$ cat src/bcc_pkg.sv
// constants, field layout and state types of the bus-cycle configuration block
// assumes an apb master on pclk with 32-bit data and word-aligned registers
//
// Notes on behaviour
// - config register sits at index 1h; its fields steer dma bus cycles.
// - hardware reset clears extended-bus enable, latched retry and fixed bit 14; other bits keep value.
// - software reset (entering reset mode) leaves every config bit unchanged.
// - bits 15 ext-bus, 14 fixed zero, 13 retry, 12-11 outputs, 10 sync bus.
// - bits 9-8 user pins, 7-6 wait-state control, all read/write.
// - bit 5 width, 4 block dma, 3-2 rx threshold, 1-0 tx threshold.
package bcc_pkg;

   localparam int unsigned PADDR_W = 12;

   // register indices; byte address is four times the index
   localparam logic [3:0] IDX_CMD  = 4'h0;
   localparam logic [3:0] IDX_BCC  = 4'h1;
   localparam logic [3:0] IDX_STAT = 4'h2;

   // command register
   localparam int unsigned CMD_RESET_MODE  = 0;
   localparam logic        RESET_MODE_INIT = 1'b1;

   // status register
   localparam int unsigned STAT_VIOLATION = 0;
   localparam int unsigned STAT_LOADED    = 1;

   // config field positions
   localparam int unsigned BIT_EXT    = 15;
   localparam int unsigned BIT_FIXED  = 14;
   localparam int unsigned BIT_RETRY  = 13;
   localparam int unsigned BIT_PO_HI  = 12;
   localparam int unsigned BIT_PO_LO  = 11;
   localparam int unsigned BIT_SYNC   = 10;
   localparam int unsigned BIT_USR_HI = 9;
   localparam int unsigned BIT_USR_LO = 8;
   localparam int unsigned BIT_WS_HI  = 7;
   localparam int unsigned BIT_WS_LO  = 6;
   localparam int unsigned BIT_WIDTH  = 5;
   localparam int unsigned BIT_BLK    = 4;
   localparam int unsigned BIT_RXT_HI = 3;
   localparam int unsigned BIT_RXT_LO = 2;
   localparam int unsigned BIT_TXT_HI = 1;
   localparam int unsigned BIT_TXT_LO = 0;

   localparam logic [15:0] BCC_WRITE_MASK = 16'hBFFF;
   localparam logic        BCC_HW_CLEAR   = 1'b0;

   typedef struct packed {
      logic [15:0] cfg;
      logic        cfg_loaded;
      logic        reset_mode;
      logic        violation;
      logic        rdy;
      logic        err;
      logic [31:0] rdata;
   } bcc_state_t;

   typedef struct packed {
      logic [15:0] word;
   } bcc_fields_t;

   function automatic logic [PADDR_W-1:0] bcc_byte_addr(input logic [3:0] idx);
      return {6'h00, idx, 2'b00};
   endfunction

endpackage

$ cat src/bcc_field_out.sv
// output stage: registers the config word onto the field pins
// assumes cfg_word comes from logic on the same pclk
`timescale 1ns/1ps
module bcc_field_out
   import bcc_pkg::*;
(
   // clock and reset
   input  wire logic        pclk,
   input  wire logic        presetn,
   input  wire logic        clk_en,
   // config word
   input  wire logic [15:0] cfg_word,
   // field pins
   output logic             extended_bus_enable,
   output logic             latched_retry,
   output logic             prog_output_sel_hi,
   output logic             prog_output_sel_lo,
   output logic             sync_bus_select,
   output logic             user_pin_hi,
   output logic             user_pin_lo,
   output logic             wait_state_hi,
   output logic             wait_state_lo,
   output logic             data_width_select,
   output logic             block_transfer_select,
   output logic             rx_fifo_threshold_hi,
   output logic             rx_fifo_threshold_lo,
   output logic             tx_fifo_threshold_hi,
   output logic             tx_fifo_threshold_lo
);

   bcc_fields_t f_q;
   bcc_fields_t f_d;

   always_comb begin
      f_d      = f_q;
      f_d.word = cfg_word;
   end

   // pins show zero until the first edge after reset, then track the word
   always_ff @(posedge pclk or negedge presetn) begin
      if (!presetn) begin
         f_q <= '0;
      end else if (clk_en) begin
         f_q <= f_d;
      end
   end

   assign extended_bus_enable   = f_q.word[BIT_EXT];
   assign latched_retry         = f_q.word[BIT_RETRY];
   assign prog_output_sel_hi    = f_q.word[BIT_PO_HI];
   assign prog_output_sel_lo    = f_q.word[BIT_PO_LO];
   assign sync_bus_select       = f_q.word[BIT_SYNC];
   assign user_pin_hi           = f_q.word[BIT_USR_HI];
   assign user_pin_lo           = f_q.word[BIT_USR_LO];
   assign wait_state_hi         = f_q.word[BIT_WS_HI];
   assign wait_state_lo         = f_q.word[BIT_WS_LO];
   assign data_width_select     = f_q.word[BIT_WIDTH];
   assign block_transfer_select = f_q.word[BIT_BLK];
   assign rx_fifo_threshold_hi  = f_q.word[BIT_RXT_HI];
   assign rx_fifo_threshold_lo  = f_q.word[BIT_RXT_LO];
   assign tx_fifo_threshold_hi  = f_q.word[BIT_TXT_HI];
   assign tx_fifo_threshold_lo  = f_q.word[BIT_TXT_LO];

endmodule

$ cat src/bcc_top.sv
// bus-cycle configuration register bank behind an apb slave port
// assumes one apb master on pclk; clk_en held high during transfers
`timescale 1ns/1ps
module bcc_top
   import bcc_pkg::*;
(
   // clock, reset, enable
   input  wire logic               pclk,
   input  wire logic               presetn,
   input  wire logic               clk_en,
   // apb slave
   input  wire logic               psel,
   input  wire logic               penable,
   input  wire logic               pwrite,
   input  wire logic [PADDR_W-1:0] paddr,
   input  wire logic [31:0]        pwdata,
   output logic                    pready,
   output logic [31:0]             prdata,
   output logic                    pslverr,
   // controller state
   output logic                    ctrl_reset_mode,
   // config fields
   output logic                    extended_bus_enable,
   output logic                    latched_retry,
   output logic                    prog_output_sel_hi,
   output logic                    prog_output_sel_lo,
   output logic                    sync_bus_select,
   output logic                    user_pin_hi,
   output logic                    user_pin_lo,
   output logic                    wait_state_hi,
   output logic                    wait_state_lo,
   output logic                    data_width_select,
   output logic                    block_transfer_select,
   output logic                    rx_fifo_threshold_hi,
   output logic                    rx_fifo_threshold_lo,
   output logic                    tx_fifo_threshold_hi,
   output logic                    tx_fifo_threshold_lo
);

   bcc_state_t s_q;
   bcc_state_t s_d;

   logic setup_phase;
   logic access_done;
   logic hit_cmd;
   logic hit_bcc;
   logic hit_stat;
   logic bcc_locked;

   assign setup_phase = psel && !penable;
   assign access_done = psel && penable && s_q.rdy;
   assign hit_cmd     = (paddr == bcc_byte_addr(IDX_CMD));
   assign hit_bcc     = (paddr == bcc_byte_addr(IDX_BCC));
   assign hit_stat    = (paddr == bcc_byte_addr(IDX_STAT));
   // config writes only land while the controller sits in reset mode; outside it a config access gets pslverr
   assign bcc_locked  = hit_bcc && !s_q.reset_mode;

   always_comb begin
      s_d     = s_q;
      s_d.rdy = 1'b0;
      s_d.err = 1'b0;

      // answer is prepared in setup so pready and prdata leave flops
      if (setup_phase) begin
         s_d.rdy   = 1'b1;
         s_d.err   = 1'b0;
         s_d.rdata = 32'h0000_0000;
         if (hit_cmd) begin
            s_d.rdata[CMD_RESET_MODE] = s_q.reset_mode;
         end else if (hit_bcc) begin
            s_d.rdata[15:0] = s_q.cfg;
            s_d.rdata[BIT_FIXED] = 1'b0;
            s_d.err = bcc_locked;
         end else if (hit_stat) begin
            s_d.rdata[STAT_VIOLATION] = s_q.violation;
            s_d.rdata[STAT_LOADED]    = s_q.cfg_loaded;
         end else begin
            s_d.err = 1'b1;
         end
      end

      // writes land at the completing edge only
      if (access_done && pwrite && !s_q.err) begin
         if (hit_cmd) begin
            // entering reset mode is the soft reset; config is untouched
            s_d.reset_mode = pwdata[CMD_RESET_MODE];
         end else if (hit_bcc) begin
            s_d.cfg        = pwdata[15:0] & BCC_WRITE_MASK;
            s_d.cfg_loaded = 1'b1;
         end else if (hit_stat && pwdata[STAT_VIOLATION]) begin
            s_d.violation = 1'b0;
         end
      end

      // a fresh violation beats a clear in the same cycle
      if (access_done && bcc_locked) begin
         s_d.violation = 1'b1;
      end
   end

   // of the config bits only ext-bus, retry and fixed bit 14 are reset; the rest keep whatever they held
   always_ff @(posedge pclk or negedge presetn) begin
      if (!presetn) begin
         s_q.cfg[BIT_EXT]   <= BCC_HW_CLEAR;
         s_q.cfg[BIT_RETRY] <= BCC_HW_CLEAR;
         s_q.cfg[BIT_FIXED] <= 1'b0;
         s_q.cfg_loaded     <= 1'b0;
         s_q.reset_mode     <= RESET_MODE_INIT;
         s_q.violation      <= 1'b0;
         s_q.rdy            <= 1'b0;
         s_q.err            <= 1'b0;
         s_q.rdata          <= 32'h0000_0000;
      end else if (clk_en) begin
         s_q <= s_d;
      end
   end

   assign pready          = s_q.rdy;
   assign prdata          = s_q.rdata;
   assign pslverr         = s_q.err;
   assign ctrl_reset_mode = s_q.reset_mode;

   bcc_field_out bcc_field_out_i (
      .pclk                  (pclk),
      .presetn               (presetn),
      .clk_en                (clk_en),
      .cfg_word              (s_q.cfg),
      .extended_bus_enable   (extended_bus_enable),
      .latched_retry         (latched_retry),
      .prog_output_sel_hi    (prog_output_sel_hi),
      .prog_output_sel_lo    (prog_output_sel_lo),
      .sync_bus_select       (sync_bus_select),
      .user_pin_hi           (user_pin_hi),
      .user_pin_lo           (user_pin_lo),
      .wait_state_hi         (wait_state_hi),
      .wait_state_lo         (wait_state_lo),
      .data_width_select     (data_width_select),
      .block_transfer_select (block_transfer_select),
      .rx_fifo_threshold_hi  (rx_fifo_threshold_hi),
      .rx_fifo_threshold_lo  (rx_fifo_threshold_lo),
      .tx_fifo_threshold_hi  (tx_fifo_threshold_hi),
      .tx_fifo_threshold_lo  (tx_fifo_threshold_lo)
   );

   a_write_lands_cfg: assert property (
      @(posedge pclk) disable iff (!presetn)
      (clk_en && access_done && pwrite && hit_bcc && s_q.reset_mode)
      |=> (s_q.cfg == ($past(pwdata[15:0]) & BCC_WRITE_MASK)) && s_q.cfg_loaded)
      else $error("config write did not land");

   a_locked_write_blocked: assert property (
      @(posedge pclk) disable iff (!presetn)
      (clk_en && access_done && hit_bcc && !s_q.reset_mode)
      |=> $stable(s_q.cfg) && s_q.violation)
      else $error("config changed outside reset mode");

   a_hw_reset_clears: assert property (
      @(posedge pclk) disable iff (!presetn)
      $rose(presetn) |-> (s_q.cfg[BIT_EXT] == 1'b0) && (s_q.cfg[BIT_RETRY] == 1'b0))
      else $error("hardware reset left ext-bus or retry set");

   a_soft_reset_keeps: assert property (
      @(posedge pclk) disable iff (!presetn)
      $rose(s_q.reset_mode) |-> $stable(s_q.cfg))
      else $error("entering reset mode disturbed config");

   a_upper_fields_out: assert property (
      @(posedge pclk) disable iff (!presetn)
      (clk_en && s_q.cfg_loaded)
      |=> extended_bus_enable == $past(s_q.cfg[15]) && latched_retry == $past(s_q.cfg[13])
          && prog_output_sel_hi == $past(s_q.cfg[12]) && prog_output_sel_lo == $past(s_q.cfg[11])
          && sync_bus_select == $past(s_q.cfg[10]))
      else $error("upper field pins wrong");

   a_middle_fields_out: assert property (
      @(posedge pclk) disable iff (!presetn)
      (clk_en && s_q.cfg_loaded)
      |=> {user_pin_hi, user_pin_lo, wait_state_hi, wait_state_lo} == $past(s_q.cfg[9:6]))
      else $error("middle field pins wrong");

   a_lower_fields_out: assert property (
      @(posedge pclk) disable iff (!presetn)
      (clk_en && s_q.cfg_loaded)
      |=> {data_width_select, block_transfer_select, rx_fifo_threshold_hi,
           rx_fifo_threshold_lo, tx_fifo_threshold_hi, tx_fifo_threshold_lo}
          == $past(s_q.cfg[5:0]))
      else $error("lower field pins wrong");

   a_fixed_bit_zero: assert property (
      @(posedge pclk) disable iff (!presetn)
      (s_q.cfg[BIT_FIXED] == 1'b0) && !(pready && hit_bcc && prdata[BIT_FIXED]))
      else $error("bit 14 not zero");

endmodule

$ cat config.mk
export PLATFORM = sky130hd
export DESIGN_NAME = bcc_top
export DESIGN_NICKNAME = d
export VERILOG_FILES = /design/src/bcc_pkg.sv /design/src/bcc_field_out.sv /design/src/bcc_top.sv
export SDC_FILE = /design/constraint.sdc
export NUM_CORES = 1
export LEC_CHECK = 0
export BUFFER_PORTS_ARGS = -buffer_cell sky130_fd_sc_hd__buf_2
export CORE_MARGIN = 2
export CORE_UTILIZATION = 46
export CTS_CLUSTER_DIAMETER = 50
export DETAILED_ROUTE_END_ITERATION = 7
export PLACE_DENSITY = 0.75
export SLEW_MARGIN = 40
export SYNTH_ARGS = -nofsm -noshare
export SYNTH_HDL_FRONTEND = slang
export SYNTH_SLANG_ARGS = --single-unit
$ cat constraint.sdc
create_clock -name pclk -period 3.5 [get_ports pclk]
set_clock_uncertainty 0.2 [all_clocks]
set_input_delay 1.05 -clock pclk [delete_from_list [all_inputs] [get_ports pclk]]
set_output_delay 1.05 -clock pclk [all_outputs]
set_load 0.1 [all_outputs]
Word level (Yosys, flattened, before mapping)
Index checks and enable logic that the tools add are counted.

cells by class
  equal/unequal tests = 4
  bitwise operators = 1
  $add $sub $neg = 0
  div/mod/pow operators = 0
  reductions and logical operators = 19
  multiply operators = 0
  mux-type cells = 14
  shift operators = 0
  order comparisons = 0

operator list
  operator             count
  $mux 34              1
  $mux 15              1
  $mux 14              1
  $eq 12x3->1 const B  1
  $eq 12x4->1 const B  1
  $logic_not 12->1     1
  $reduce_and 5->1     2
  $mux 1               9
  $logic_and 1x1->1    8
  $mux 2               2
  $ne 2x1->1 const B   2
  $reduce_and 4->1     1
  $reduce_bool 2->1    2
  $logic_not 1->1      3
  $reduce_and 3->1     1
  $reduce_and 2->1     1
  $not 1->1            1

storage, ports and cells
  input bits = 50
  latch bits = 0
  logic and storage cells = 47
  memory bits (read-only) = 0
  output and inout port bits = 50
  memories kept = 0
  bits in writable memories = 0
  bits in registers = 51

Depth between registers and ports, before layout
  depth after elaboration = 7
  mapped depth = 6
  mapped depth without buffers = 4

Cells and area by module
Synthesis repeated with hierarchy kept, for this count alone.

unflattened totals
  cell total of the unflattened synthesis = 151
  area total of the unflattened synthesis = 2168.3 um^2

by module, submodules not included
  module         sequential area each (um^2)  area an instance (um^2)  cells an instance  instances
  bcc_top        942.2                        1555.2                   119                1
  bcc_field_out  375.4                        613.1                    32                 1

Worst setup path before layout
No wires, ideal clock.

  kind = input port to flip-flop
  from = input port clk_en
  to = register s_q[37] (netlist name), enable pin
  setup slack = -0.312 ns
  setup time = 0.422 ns
  arrival = 3.190 ns
  stages on the path = 4
  data required time = 2.878 ns
  buffers on the path = 1
  cells stage by stage = buf_6 -> nand4_4 -> or3b_4 -> nor4b_1

between the ends
  word-level cells in the longest chain between the ends = 1

ends and longest elaborated chain
  element                     RTL line       source
  start: declaration          bcc_top.sv:10  input wire logic clk_en,
  $reduce_and 5->1 (no line)  -
  end: declaration            bcc_top.sv:40  bcc_state_t s_q;

No other way between the ends.
A chain may end at the register's enable or synchronous reset.

Worst setup path in the final report
  from = input port paddr[9]
  to = register s_q[45] (netlist name), enable pin

between the ends
  word-level cells in the longest chain between the ends = 3
  elaborated cells on any way between the ends = 4
  classes of those cells = eq/ne (1); bitwise (1); reduce/logical (2)

ends and longest elaborated chain
  element                         RTL line       source
  start: declaration              bcc_top.sv:15  input wire logic [PADDR_W-1:0] paddr,
  $logic_not 12->1                bcc_top.sv:52  assign hit_cmd = (paddr == bcc_byte_addr(IDX_CMD));
  $not 1->1 (no line)             -
  $reduce_and 5->1 (no line) (*)  -

Mark *: on every way between the ends. The rest lies on a longest branch, timed or not.

==> run metrics <==
list of cells traversed by the critical path buf_2, nor4_2, nand3_2, nor4b_2, buf_4; pwr dens 463 mW/mm²; minimum period implied by the final worst setup slack 2570 ps; number of hold violations in the final report 0; arrival time reported for the critical path endpoint 2360 ps; data required time of the worst path 3290 ps; area added between synthesis and finish 13.5%; Distinct cells, synth 33; post-cts resize count 0; clock slew at reported path FFs 90 ps; type of the worst min-delay path flip-flop to flip-flop; Synth area leaders dfrtp_1 41%, edfxtp_1 18%, buf_4 11%, mux2_2 7.8%, a22o_1 5.2%; share of the clock period used by the worst path after layout 73.4%; Total Routing Usage GR 14.9%; number of buffers created by CTS 5; placer's final routability congestion estimate 0.764; yosys warns 0; Synth area leader dfrtp_1; setup repair after global routing missed its margin false; final HPWL from detailed placement 2790 µm; synthesized area divided by synthesized cell count 14.2 µm²; synthesized instance count 153; slack of the worst reg-to-reg path 1500 ps; sum of negative setup slack 0 ps; leakage 1.19 nW; run status complete, no violations; highest-delay cell along the critical path nor4_2; path depth of the worst reg2reg path 4; drt drc 0; initial drt markers 32; cell family with the largest share of critical-path delay simple AND/OR/NAND/NOR gates; CTS tree done; Bufs and invs on worst path 2; antenna violations before repair 0; Hold Slack 284 ps; fraction of layout instances using a drive strength above 1 48.8%; final-report setup violation count 0; vias in the first global route 1,259; critical path peak fanout 13; Clock Latency Late Sink 300 ps; endpoint type of the worst setup path flip-flop; per-cell routed wire length 14.5 µm; cell count of the worst hold path 1; Post-CTS Hold Buffers 0; most numerous cell types in the synthesized netlist 36 x dfrtp_1, 32 x buf_4, 15 x mux2_2; post-synthesis instance area 0.00217 mm²; fraction of the yosys area taken by sequential cells 60.6%; number of enable flip-flop cells after synthesis 13; Die Area 0.00529 mm²; Async S/R FF share, synth 74.0%; Die Wd 72.8 µm; Pins Over Slew Limit 0; worst-case hold path end point prdata[5]; count of standard-cell rows 25; hold_sp s_q[42]; die height 72.8 µm; slowest stage delay, CP 370 ps; post-synthesis sequential element count 50; overall via count from detail_route 1,292; max-cap check violation count 0; total inserted antenna cells 0; starting utilization of the core area 47.0%; Peak VDD IR 0.000262 V; critical path launch point type input pin; maximum number of pins on one net before global-route repair 38; CTS Root Buffer Type clkbuf_8; Setup Crit Path Kind input pin to flip-flop; power consumption 1.14 mW; launch point of the worst reg-to-reg path pready; worst reg2reg endpoint s_q[45]; # clock sinks 50; io pins 100; Initial DRT Pass Iterations 4; wire length of the first global-routing pass 5870 µm; peak clock frequency supported by timing 389 MHz; Post-CTS Setup Inserts 0; worst-case clock buffer depth 2; most used flip-flop cell after synthesis dfrtp_1; drt via density 4.91; post-route ant nets 0; final wirelength 3810 µm; global-route congestion overflow total 0; CTS H-tree lvls 2; top-area cell type share of the netlist area 41.4%; Final #Nets 258; area of the core 0.00463 mm²; count of input and output buffers 65; most numerous cell in the Yosys netlist dfrtp_1
## cell families after synthesis
kind of cell / Yosys count / share of synthesized area [%]
compound gates: 23 / 8.46
buf+inv: 40 / 13.2
flops: 50 / 60.6
mux: 18 / 9.32
other cells: 1 / 0.172
simple gates: 21 / 8.29
## state kept, by name, indices dropped and copies added (netlist names)
signal and cells:
s_q 17, pready 1, bcc_field_out_i.f_q 15, ctrl_reset_mode 1, pslverr 1, prdata 15
## where the power goes
part / switching, mW / internal, mW
Sequential: 0.00588 / 0.607
Clock: 0.172 / 0.142
Combinational: 0.184 / 0.0327
Total: 0.362 / 0.782
## layout make-up
cell class	count	area, µm²
fill	404	2160
sequential	50	1320
multi-input combinational	79	637
timing repair buffer	69	355
clock buffer	8	80.1
tap	54	67.6
inverter	3	11.3
## how the worst max path moves through the flow
stage,startpoint,endpoint,slack (ps),depth (start not counted)
final,paddr[9],s_q[45],930,5
after global routing,paddr[9],s_q[46],810,5
after CTS,paddr[9],s_q[40],930,5
after detailed placement,paddr[9],s_q[47],620,5
after global placement,paddr[9],s_q[47],620,5
after floorplan,clk_en,s_q[37],340,4
## metrics by stage
stage / instance area, µm² / worst slack (ps) / utilization (%) / std cells
floorplan: 2240 / 336 / - / 169
finish: 2470 / 932 / 53.3 / 263
detailed placement: 2390 / 625 / 51.6 / 255
CTS: 2470 / 928 / 53.3 / 263
global route: 2470 / 815 / 53.3 / 263
global placement: 2390 / 623 / 51.6 / 255
## cell usage in the layout (no fill, tap or decap), types with 2 or more instances in the layout
| cell | synthesis | final |
|---|---|---|
| conb_1 | 1 | 17 |
| edfxtp_1 | 13 | 13 |
| mux2_1 | 3 | 3 |
| buf_2 | 1 | 65 |
| nor2_1 | 2 | 2 |
| dfrtp_1 | 36 | 36 |
| a21oi_1 | 4 | 4 |
| o31ai_1 | 3 | 3 |
| clkbuf_8 | 0 | 5 |
| a22o_1 | 13 | 13 |
| nor4_2 | 2 | 2 |
| mux2_2 | 15 | 15 |
| inv_1 | 3 | 3 |
| buf_4 | 32 | 4 |
| nand2_1 | 5 | 5 |
| clkbuf_1 | 1 | 3 |
## routing by layer
layer  share of wire [%]  global-route usage [%]  vias to the layer above
met2                  49                    23.9                       59
li1                    -                       -                      603
met3                 6.8                    4.42                        6
met5                   0                       0                        -
met4                 1.5                    6.79                        0
met1                  43                    18.8                      624
No activity file was read; power rests on OpenSTA's default activity.
